$ cat src/rtl/rtms_cfg.svh
// constants of the reader trigger and mode sequencer
// Summary of operation
// - USB power-on picks keyboard if setting keyboard idle, or serial setting held-then-released.
// - USB power-on picks serial if setting serial idle, or keyboard setting held-then-released.
// - trigger released means command mode, listening for host commands.
// - keyboard emulation never accepts commands; keyboard-port unit only through serial connector.
// - tag writes happen only in command mode.
// - trigger pull starts scanning at once, until read or trigger release.
// - captured strings are cut at 1024 bytes, excess bytes dropped.
// - disabled scan sequence disables trigger scanning.
// - scan sequence is one to three barcode or tag events, fourteen choices, default barcode-tag.
// - barcode style complete string or field split, one setting for all barcode events.
// - field split cuts string into fields wrapped by header and trailer characters.
// - tag style identifier, data, both or field split, for all tag events.
// - tag data bytes are sent up to the first NUL.
// - with several tags, only the first detected tag's identifier is read.
// - after a read, the next scan waits for release and a new pull.
// - keyboard emulation drops high-bit bytes and control bytes other than tab, LF, CR and ESC, and ends at NUL.
`ifndef RTMS_CFG_SVH
`define RTMS_CFG_SVH
`define RTMS_OFS_CTRL   4'h0
`define RTMS_OFS_FIELD  4'h4
`define RTMS_OFS_STATUS 4'h8
`define RTMS_CTRL_RST   32'h0000_0230
`define RTMS_FIELD_RST  32'h0000_0000
`define RTMS_SEQ_LSB    4
`define RTMS_BCFI_BIT   8
`define RTMS_FMT_LSB    9
`define RTMS_HDR_LSB    16
`define RTMS_TRL_LSB    24
`define RTMS_MAX_BYTES  11'h400
`define RTMS_BOOT_WAIT  2'h3
`endif

$ cat src/rtl/rtms_pkg.sv
// types of the reader trigger and mode sequencer
package rtms_pkg;
  typedef enum logic [2:0] {
    ST_BOOT, ST_BOOTWAIT, ST_CMD, ST_SCAN, ST_DONE, ST_HOLD
  } rtms_state_t;
  typedef enum logic [1:0] {
    FMT_IDENT, FMT_DATA, FMT_BOTH, FMT_FIELD
  } rtms_fmt_t;
endpackage

$ cat src/rtl/rtms_seq.sv
// trigger, mode and scan-sequence controller with wishbone registers
`timescale 1ns/10ps
`include "rtms_cfg.svh"
module rtms_seq (
  input  wire logic        clk_sys,
  input  wire logic        rstn,
  input  wire logic        wb_cyc_i,
  input  wire logic        wb_stb_i,
  input  wire logic        wb_we_i,
  input  wire logic [3:0]  wb_adr_i,
  input  wire logic [3:0]  wb_sel_i,
  input  wire logic [31:0] wb_dat_i,
  output logic      [31:0] wb_dat_o,
  output logic             wb_ack_o,
  input  wire logic        triggerPin,
  input  wire logic        serialAttachPin,
  input  wire logic        usbUnit,
  input  wire logic        linkSerialSetting,
  output logic             kbdMode,
  input  wire logic        cmdValid,
  input  wire logic        cmdIsWrite,
  output logic             cmdReady,
  output logic             tagWriteEn,
  output logic             scanBarcode,
  output logic             scanTag,
  input  wire logic        capValid,
  input  wire logic [7:0]  capData,
  input  wire logic        capIsIdent,
  input  wire logic        capFirstTag,
  input  wire logic        capLast,
  output logic             capReady,
  output logic             outValid,
  output logic      [7:0]  outData,
  output logic             outEnd
);

  logic                 rstMeta_q, rstSync_q;
  logic                 trgMeta_q, trg_q, serMeta_q, ser_q;
  rtms_pkg::rtms_state_t state_q, state_d;
  logic [1:0]           bootCnt_q;
  logic                 bootHeld_q;
  logic [31:0]          ctrl_q, field_q;
  logic [1:0]           seqPos_q;
  logic [10:0]          capCnt_q;
  logic [9:0]           fldCnt_q;
  logic                 dataStop_q, trunc_q;
  logic                 insHdr_q, insTrl_q, insHdr_d, insTrl_d;
  logic                 capReady_q, outValid_q, outEnd_q, kbdMode_q;
  logic [7:0]           outData_q;
  logic                 cmdReady_q, tagWrEn_q, scanBar_q, scanTag_q;
  logic                 ack_q;
  logic [31:0]          rdat_q;

  // decoded settings
  logic [3:0]           seqCode;
  logic [4:0]           seqInfo;
  logic [1:0]           seqLen;
  logic [2:0]           seqKinds;
  logic                 curTag, fieldOn, lastEv;
  rtms_pkg::rtms_fmt_t  tagFmt;
  logic [7:0]           hdrChr, trlChr;
  logic [9:0]           fldLen;
  logic                 capAcc, passFmt, printable, isNul, emit, fldEnd, busWr;

  // sequence table: {length, kinds}, kind 1 means tag event, event 0 in bit 0
  function automatic logic [4:0] decodeSeq(input logic [3:0] code);
    case (code)
      4'h1:    decodeSeq = {2'h1, 3'b000};
      4'h2:    decodeSeq = {2'h1, 3'b001};
      4'h3:    decodeSeq = {2'h2, 3'b010};
      4'h4:    decodeSeq = {2'h2, 3'b001};
      4'h5:    decodeSeq = {2'h2, 3'b000};
      4'h6:    decodeSeq = {2'h2, 3'b011};
      4'h7:    decodeSeq = {2'h3, 3'b000};
      4'h8:    decodeSeq = {2'h3, 3'b100};
      4'h9:    decodeSeq = {2'h3, 3'b010};
      4'ha:    decodeSeq = {2'h3, 3'b001};
      4'hb:    decodeSeq = {2'h3, 3'b110};
      4'hc:    decodeSeq = {2'h3, 3'b011};
      4'hd:    decodeSeq = {2'h3, 3'b101};
      4'he:    decodeSeq = {2'h3, 3'b111};
      default: decodeSeq = {2'h0, 3'b000};
    endcase
  endfunction

  assign seqCode  = ctrl_q[`RTMS_SEQ_LSB+3:`RTMS_SEQ_LSB];
  assign seqInfo  = decodeSeq(seqCode);
  assign seqLen   = seqInfo[4:3];
  assign seqKinds = seqInfo[2:0];
  assign curTag   = seqKinds[seqPos_q];
  assign tagFmt   = rtms_pkg::rtms_fmt_t'(ctrl_q[`RTMS_FMT_LSB+1:`RTMS_FMT_LSB]);
  assign hdrChr   = field_q[`RTMS_HDR_LSB+7:`RTMS_HDR_LSB];
  assign trlChr   = field_q[`RTMS_TRL_LSB+7:`RTMS_TRL_LSB];
  assign fldLen   = field_q[9:0];
  assign lastEv   = (seqPos_q == seqLen - 2'h1);
  // one style setting per source, shared by every event of that source
  assign fieldOn  = curTag ? (tagFmt == rtms_pkg::FMT_FIELD)
                           : ctrl_q[`RTMS_BCFI_BIT];

  // reset release and pin synchronisers
  always_ff @(posedge clk_sys or negedge rstn) begin
    if (!rstn) begin
      rstMeta_q <= 1'b0;
      rstSync_q <= 1'b0;
    end else begin
      rstMeta_q <= 1'b1;
      rstSync_q <= rstMeta_q;
    end
  end

  always_ff @(posedge clk_sys or negedge rstSync_q) begin
    if (!rstSync_q) begin
      trgMeta_q <= 1'b0;
      trg_q     <= 1'b0;
      serMeta_q <= 1'b0;
      ser_q     <= 1'b0;
    end else begin
      trgMeta_q <= triggerPin;
      trg_q     <= trgMeta_q;
      serMeta_q <= serialAttachPin;
      ser_q     <= serMeta_q;
    end
  end

  // capture path decisions
  assign capAcc    = capValid && capReady_q;
  assign isNul     = !capIsIdent && (capData == 8'h00);
  assign printable = !capData[7] && ((capData >= 8'h20 && capData != 8'h7f) ||
                     capData == 8'h09 || capData == 8'h0a ||
                     capData == 8'h0d || capData == 8'h1b);

  always_comb begin
    passFmt = 1'b1;
    if (curTag) begin
      case (tagFmt)
        rtms_pkg::FMT_IDENT: passFmt = capIsIdent;
        rtms_pkg::FMT_DATA:  passFmt = !capIsIdent;
        default:            passFmt = 1'b1;
      endcase
    end
  end

  // later tags' identifiers never reach the host
  assign emit = capAcc && passFmt && !(capIsIdent && !capFirstTag) &&
                !(dataStop_q && !capIsIdent) && !isNul &&
                (capCnt_q < `RTMS_MAX_BYTES) &&
                (!kbdMode_q || printable);
  assign fldEnd = emit && fieldOn && (fldLen != 10'h000) &&
                  (fldCnt_q == fldLen - 10'h001);

  // mode state machine
  always_comb begin
    state_d = state_q;
    case (state_q)
      rtms_pkg::ST_BOOT:
        if (bootCnt_q == `RTMS_BOOT_WAIT) begin
          state_d = (trg_q && usbUnit) ? rtms_pkg::ST_BOOTWAIT : rtms_pkg::ST_CMD;
        end
      rtms_pkg::ST_BOOTWAIT:
        if (!trg_q) begin
          state_d = rtms_pkg::ST_CMD;
        end
      rtms_pkg::ST_CMD:
        if (trg_q && seqLen != 2'h0) begin
          state_d = rtms_pkg::ST_SCAN;
        end
      rtms_pkg::ST_SCAN:
        if (!trg_q) begin
          state_d = rtms_pkg::ST_CMD;
        end else if (capAcc && capLast) begin
          state_d = rtms_pkg::ST_DONE;
        end
      rtms_pkg::ST_DONE:
        if (!insHdr_q && !insTrl_q) begin
          state_d = rtms_pkg::ST_HOLD;
        end
      rtms_pkg::ST_HOLD:
        if (!trg_q) begin
          state_d = rtms_pkg::ST_CMD;
        end
      default: state_d = rtms_pkg::ST_CMD;
    endcase
  end

  always_ff @(posedge clk_sys or negedge rstSync_q) begin
    if (!rstSync_q) begin
      state_q   <= rtms_pkg::ST_BOOT;
      bootCnt_q <= 2'h0;
    end else begin
      state_q <= state_d;
      if (state_q == rtms_pkg::ST_BOOT) begin
        bootCnt_q <= bootCnt_q + 2'h1;
      end
    end
  end

  // personality: setting as stored, inverted if trigger held through power-on on a USB unit
  always_ff @(posedge clk_sys or negedge rstSync_q) begin
    if (!rstSync_q) begin
      bootHeld_q <= 1'b0;
      kbdMode_q  <= 1'b0;
    end else if (state_q == rtms_pkg::ST_BOOT && state_d != rtms_pkg::ST_BOOT) begin
      bootHeld_q <= trg_q && usbUnit;
      kbdMode_q  <= !linkSerialSetting;
    end else if (state_q == rtms_pkg::ST_BOOTWAIT && !trg_q) begin
      kbdMode_q  <= linkSerialSetting;
    end
  end

  // sequence position, abort keeps it, last event wraps it
  always_ff @(posedge clk_sys or negedge rstSync_q) begin
    if (!rstSync_q) begin
      seqPos_q <= 2'h0;
    end else if (seqLen == 2'h0 || seqPos_q >= seqLen) begin
      seqPos_q <= 2'h0;
    end else if (state_q == rtms_pkg::ST_DONE && state_d == rtms_pkg::ST_HOLD) begin
      seqPos_q <= lastEv ? 2'h0 : seqPos_q + 2'h1;
    end
  end

  // per-scan counters and string termination
  always_ff @(posedge clk_sys or negedge rstSync_q) begin
    if (!rstSync_q) begin
      capCnt_q   <= 11'h000;
      fldCnt_q   <= 10'h000;
      dataStop_q <= 1'b0;
      trunc_q    <= 1'b0;
    end else if (state_q == rtms_pkg::ST_CMD && state_d == rtms_pkg::ST_SCAN) begin
      capCnt_q   <= 11'h000;
      fldCnt_q   <= 10'h000;
      dataStop_q <= 1'b0;
      trunc_q    <= 1'b0;
    end else if (capAcc) begin
      if (capCnt_q < `RTMS_MAX_BYTES) begin
        capCnt_q <= capCnt_q + 11'h001;
      end else begin
        trunc_q <= 1'b1;
      end
      if (isNul) begin
        dataStop_q <= 1'b1;
      end
      if (fldEnd) begin
        fldCnt_q <= 10'h000;
      end else if (emit && fieldOn) begin
        fldCnt_q <= fldCnt_q + 10'h001;
      end
    end
  end

  // header and trailer insertion; capture stalls while they go out
  always_comb begin
    insHdr_d = insHdr_q;
    insTrl_d = insTrl_q;
    if (insTrl_q) begin
      insTrl_d = 1'b0;
    end else if (insHdr_q) begin
      insHdr_d = 1'b0;
    end
    if (state_q == rtms_pkg::ST_CMD && state_d == rtms_pkg::ST_SCAN) begin
      insHdr_d = fieldOn && hdrChr != 8'h00;
      insTrl_d = 1'b0;
    end else if (state_q == rtms_pkg::ST_SCAN && !trg_q) begin
      insHdr_d = 1'b0;
      insTrl_d = 1'b0;
    end else if (fldEnd || (capAcc && capLast && fieldOn)) begin
      insTrl_d = trlChr != 8'h00;
      insHdr_d = !capLast && hdrChr != 8'h00;
    end
  end

  always_ff @(posedge clk_sys or negedge rstSync_q) begin
    if (!rstSync_q) begin
      insHdr_q   <= 1'b0;
      insTrl_q   <= 1'b0;
      capReady_q <= 1'b0;
    end else begin
      insHdr_q   <= insHdr_d;
      insTrl_q   <= insTrl_d;
      capReady_q <= state_d == rtms_pkg::ST_SCAN && trg_q && !insHdr_d && !insTrl_d &&
                    !(capAcc && capLast);
    end
  end

  // byte stream to the host link
  always_ff @(posedge clk_sys or negedge rstSync_q) begin
    if (!rstSync_q) begin
      outValid_q <= 1'b0;
      outData_q  <= 8'h00;
      outEnd_q   <= 1'b0;
    end else begin
      outValid_q <= 1'b0;
      outEnd_q   <= state_q == rtms_pkg::ST_DONE && state_d == rtms_pkg::ST_HOLD;
      if (insTrl_q) begin
        outValid_q <= 1'b1;
        outData_q  <= trlChr;
      end else if (insHdr_q) begin
        outValid_q <= 1'b1;
        outData_q  <= hdrChr;
      end else if (emit) begin
        outValid_q <= 1'b1;
        outData_q  <= capData;
      end
    end
  end

  // scan engines and command port
  always_ff @(posedge clk_sys or negedge rstSync_q) begin
    if (!rstSync_q) begin
      scanBar_q  <= 1'b0;
      scanTag_q  <= 1'b0;
      cmdReady_q <= 1'b0;
      tagWrEn_q  <= 1'b0;
    end else begin
      scanBar_q  <= state_d == rtms_pkg::ST_SCAN && !curTag;
      scanTag_q  <= state_d == rtms_pkg::ST_SCAN && curTag;
      // commands only in command mode, and never over keyboard emulation
      // opens a cycle after entering, once the personality has settled
      cmdReady_q <= state_q == rtms_pkg::ST_CMD && state_d == rtms_pkg::ST_CMD &&
                    (!kbdMode_q || (!usbUnit && ser_q));
      tagWrEn_q  <= cmdValid && cmdReady_q && cmdIsWrite &&
                    state_q == rtms_pkg::ST_CMD;
    end
  end

  // wishbone slave, one wait state, writes land with the ack
  assign busWr = wb_cyc_i && wb_stb_i && wb_we_i && ack_q;

  always_ff @(posedge clk_sys or negedge rstSync_q) begin
    if (!rstSync_q) begin
      ack_q   <= 1'b0;
      rdat_q  <= 32'h0000_0000;
      ctrl_q  <= `RTMS_CTRL_RST;
      field_q <= `RTMS_FIELD_RST;
    end else begin
      ack_q <= wb_cyc_i && wb_stb_i && !ack_q;
      for (int i = 0; i < 4; i++) begin
        if (busWr && wb_sel_i[i] && wb_adr_i == `RTMS_OFS_CTRL) begin
          ctrl_q[i*8 +: 8] <= wb_dat_i[i*8 +: 8];
        end
        if (busWr && wb_sel_i[i] && wb_adr_i == `RTMS_OFS_FIELD) begin
          field_q[i*8 +: 8] <= wb_dat_i[i*8 +: 8];
        end
      end
      case (wb_adr_i)
        `RTMS_OFS_CTRL:   rdat_q <= ctrl_q;
        `RTMS_OFS_FIELD:  rdat_q <= field_q;
        `RTMS_OFS_STATUS: rdat_q <= {16'h0000, 5'h00, capCnt_q[10:0]} |
                                    {24'h000000, 1'b0, bootHeld_q, trunc_q,
                                     state_q == rtms_pkg::ST_SCAN, seqPos_q,
                                     state_q == rtms_pkg::ST_CMD, kbdMode_q} << 0;
        default:          rdat_q <= 32'h0000_0000;
      endcase
    end
  end

  assign wb_ack_o    = ack_q;
  assign wb_dat_o    = rdat_q;
  assign kbdMode     = kbdMode_q;
  assign cmdReady    = cmdReady_q;
  assign tagWriteEn  = tagWrEn_q;
  assign scanBarcode = scanBar_q;
  assign scanTag     = scanTag_q;
  assign capReady    = capReady_q;
  assign outValid    = outValid_q;
  assign outData     = outData_q;
  assign outEnd      = outEnd_q;
endmodule // rtms_seq
$ cat config.mk
export PLATFORM = sky130hd
export DESIGN_NAME = rtms_seq
export DESIGN_NICKNAME = d
export VERILOG_FILES = /design/src/rtl/rtms_pkg.sv /design/src/rtl/rtms_seq.sv
export VERILOG_INCLUDE_DIRS = /design/src /design/src/rtl
export SDC_FILE = /design/constraint.sdc
export NUM_CORES = 1
export LEC_CHECK = 0
export BUFFER_PORTS_ARGS = -buffer_cell sky130_fd_sc_hd__buf_2
export CAP_MARGIN = 30
export CORE_ASPECT_RATIO = 1.2
export CORE_MARGIN = 4
export CORE_UTILIZATION = 50
export CTS_CLUSTER_SIZE = 16
export DETAILED_ROUTE_END_ITERATION = 8
export PLACE_DENSITY = 0.72
export SLEW_MARGIN = 20
export SYNTH_ARGS = -nofsm -noshare
export SYNTH_HDL_FRONTEND = slang
export SYNTH_SLANG_ARGS = --single-unit
$ cat constraint.sdc
create_clock -name clk_sys -period 5.5 [get_ports clk_sys]
set_clock_uncertainty 0.15 [all_clocks]
set_input_delay 0.275 -clock clk_sys [delete_from_list [all_inputs] [get_ports clk_sys]]
set_output_delay 0.275 -clock clk_sys [all_outputs]
set_load 0.02 [all_outputs]
==> impl_metrics.csv <==
group,metric,value,unit
die,fp.dieW,117,um
placement,pre_cts_slack,2110,ps
worst_setup_path,r2r-end,"insHdr_q",
timing,hold_violations,0,
cts,clockBufferDepth,2,
worst_setup_path,criticalPathCategory,"reg2reg",
timing,fin_crit_sh,0.627,
timing,tns,0,ps
timing,max_freq,290,MHz
worst_setup_path,crit_path_cell_trace,"inv_1, ha_1, mux2_2, o21a_1, inv_1, ha_1, nand3b_1, nor2_1, and3_1, or4b_1, and3_1",
cells_and_area,drive_gt1_frac,0.301,
worst_hold_path,min_path_type,"in2reg",
cells_and_area,fin_nets,853,
logic_synthesis,async_flop_share,1.00,
cts,tritoncts,"yes",
logic_synthesis,synth_cell_types,63,
timing,fin_crit,3450,ps
cts,cts.repair.resized,0,
power,comb_power_share,0.095,
worst_setup_path,crit_buf_inv,2,
global_routing,grt_pass1_vias,5995,
worst_setup_path,crit_arrival,3610,ps
timing,hold_slack,21.1,ps
placement,numPortBuffers,111,
timing,setup_slack,2050,ps
timing,setup_violations,0,
worst_setup_path,ff2ff_setup_slack,2050,ps
power,p_clk_frac,0.439,
global_routing,antenna_found_initial,0,
placement,placedCellCount,890,
cts,clock_latency,430,ps
worst_setup_path,cp_slowest_cell,"dfstp_2",
worst_setup_path,critPathLaunchType,"flop",
die,initial_core_util,0.513,
logic_synthesis,synth_ff_type,"dfrtp_1",
power,switchingPower,0.701,mW
timing,slew_viol_final,0,
placement,dp_hpwl,13000,um
cts,cts_inserted_buffers,17,
drt,wirelength,18300,um
cells_and_area,diodes,0,
logic_synthesis,synth_edf_count,0,
timing,relSlewSlack,0.479,
die,io_pins,112,
drt,vias_per_cell,5.87,
logic_synthesis,syn-cell-area,7120,um^2
global_routing,grt_use_total,0.238,
worst_setup_path,worstSetupEndpointType,"flop",
global_routing,grt_pass1_wl,30300,um
logic_synthesis,synth_seq_cells,152,
power,power_density,291,nW/um^2
worst_setup_path,crit_fanout,12,
power,fin_total_pwr,2.58,mW
worst_setup_path,r2r-start,"ctrl_q[4]",
cells_and_area,layout_common_cells,"148 x dfrtp_1, 111 x buf_2, 75 x mux2_2",
worst_setup_path,slowest_delay,580,ps
logic_synthesis,ys_seq_area_frac,0.534,
placement,place_area,7870,um^2
worst_setup_path,endpoint,"insHdr_q",
logic_synthesis,synth_fp_nets,701,
drt,drtIter0Drc,472,
cells_and_area,stdcell_count,963,
die,chipHeight,139,um
drt,drc,0,
cells_and_area,syn2layout_area_growth,24.3,%
power,intPower,1.88,mW
worst_setup_path,cpLargestDelayFamily,"simple AND/OR/NAND/NOR gates",
die,rows,47,
die,fp.dieArea,16200,um^2
cells_and_area,final_cell_area,8860,um^2
drt,firstDrtPassIters,5,
cells_and_area,finish.utilization,0.638,
placement,routabilityCongestion,0.897,
worst_setup_path,cp.required,5660,ps
cts,clkTransAtPathRegs,70,ps
timing,rsz0062_at_grt,"false",
worst_setup_path,cp_num_cells,11,
power,p_sw_frac,0.272,
drt,ant_nets,0,
logic_synthesis,syn_inst,627,
cts,hold_buffers,41,
power,p_leak,4.35,nW
cells_and_area,final_common_cell,"dfrtp_1",
logic_synthesis,yosysWarnings,0,
cts,post_cts_buffers,0,
power,vdd_drop_max,0.000224,V
global_routing,grt_max_degree,56,
drt,via_count,5653,
worst_setup_path,crit_path_start,"ctrl_q[4]",
die,coreArea,13900,um^2
cts,cts.htree.levels,4,
timing,tightest_slew,776,ps
power,p_seq_frac,0.466,
flow_run,drv_cap,0,
cts,clockRootBuffer,"clkbuf_16",
cts,numClockSinks,152,
drt,wire_per_inst,19.0,um
worst_setup_path,reg2reg_depth,11,
global_routing,grt_overflow_total,0,
logic_synthesis,syn_area_per_cell,11.4,um^2
run_status,outcome,"finished, final reports clean",
[cells in the mapped netlist (7+ instances only)]
library cell / n / share of area
mux2_2: 75 / 0.12
xor2_1: 13 / 0.016
a31oi_1: 9 / 0.0079
nand3_1: 16 / 0.011
nand2b_1: 11 / 0.0097
nand2_1: 54 / 0.028
nor3_1: 10 / 0.0070
mux2i_1: 8 / 0.011
nor4_1: 7 / 0.0061
a21oi_1: 17 / 0.012
nor2_1: 38 / 0.020
inv_1: 20 / 0.011
a22o_1: 21 / 0.026
nand4_1: 8 / 0.0070
xnor2_1: 9 / 0.011
o21ai_0: 27 / 0.019
clkbuf_1: 22 / 0.012
and3_1: 9 / 0.0079
dfrtp_1: 149 / 0.52
ha_1: 11 / 0.019
[power groups by stage]
stage / clock, mW / combinational (mW) / sequential, mW
5_1_grt: 1.20 / 0.272 / 1.21
4_1_cts: 1.15 / 0.247 / 1.20
3_3_place_gp: 0 / 0.214 / 1.22
6_report: 1.13 / 0.246 / 1.20
3_5_place_dp: 0 / 0.222 / 1.22
2_1_floorplan: 0 / 0.101 / 1.25
[how the worst min path moves through the flow]
stage,start,to,cells past startpoint
2_1_floorplan,rstn,rstMeta_q,0
3_3_place_gp,rstn,rstMeta_q,1
3_5_place_dp,rstn,rstMeta_q,1
4_1_cts,capValid,trunc_q,3
5_1_grt,capValid,trunc_q,3
6_report,capValid,trunc_q,3
[flip-flops by register name, indices dropped and copies added, names as in the netlist, 2 cells and up]
| register | count |
|---|---|
| capCnt_q | 11 |
| fldCnt_q | 10 |
| wb_dat_o | 32 |
| seqPos_q | 2 |
| bootCnt_q | 2 |
| state_q | 3 |
| outData | 8 |
| ctrl_q | 32 |
| field_q | 32 |
[worst reg2reg max path: cells and delay by family, from the launching register on]
kind	cells	cell delay (ps)
and+or+nand+nor	5	1470
DFF	1	580
adders and majority gates	2	540
muxes	1	270
AOI/OAI and AO/OA	1	180
buffers and inverters	2	140
[per-layer routing]
layer  track usage  routed length [um]
met1         0.296                7450
met4        0.0870                 471
met3        0.0498                 890
met2         0.404                9480
met5             0                   0
[logic make-up (layout without fill, tap and decap cells)]
logic type | after synthesis | in the layout | share of synthesized area
other | 1 | 1 | 0.000526
DFF | 152 | 152 | 0.534
AOI/OAI and AO/OA | 119 | 119 | 0.119
adders and majority gates | 11 | 11 | 0.0193
xor gates and xnor gates | 22 | 22 | 0.0270
and+or+nand+nor | 194 | 194 | 0.145
buffers and inverters | 45 | 210 | 0.0249
muxes | 83 | 83 | 0.130
[final cells by class]
type	instances	area, um^2
Fill cell	1084	5020
Sequential cell	152	3810
Multi-Input combinational cell	430	3150
Timing Repair Buffer	158	1030
Clock buffer	17	425
Tap cell	171	214
Clock inverter	15	150
Inverter	20	75.1
No activity file was read; power rests on OpenSTA's default activity.
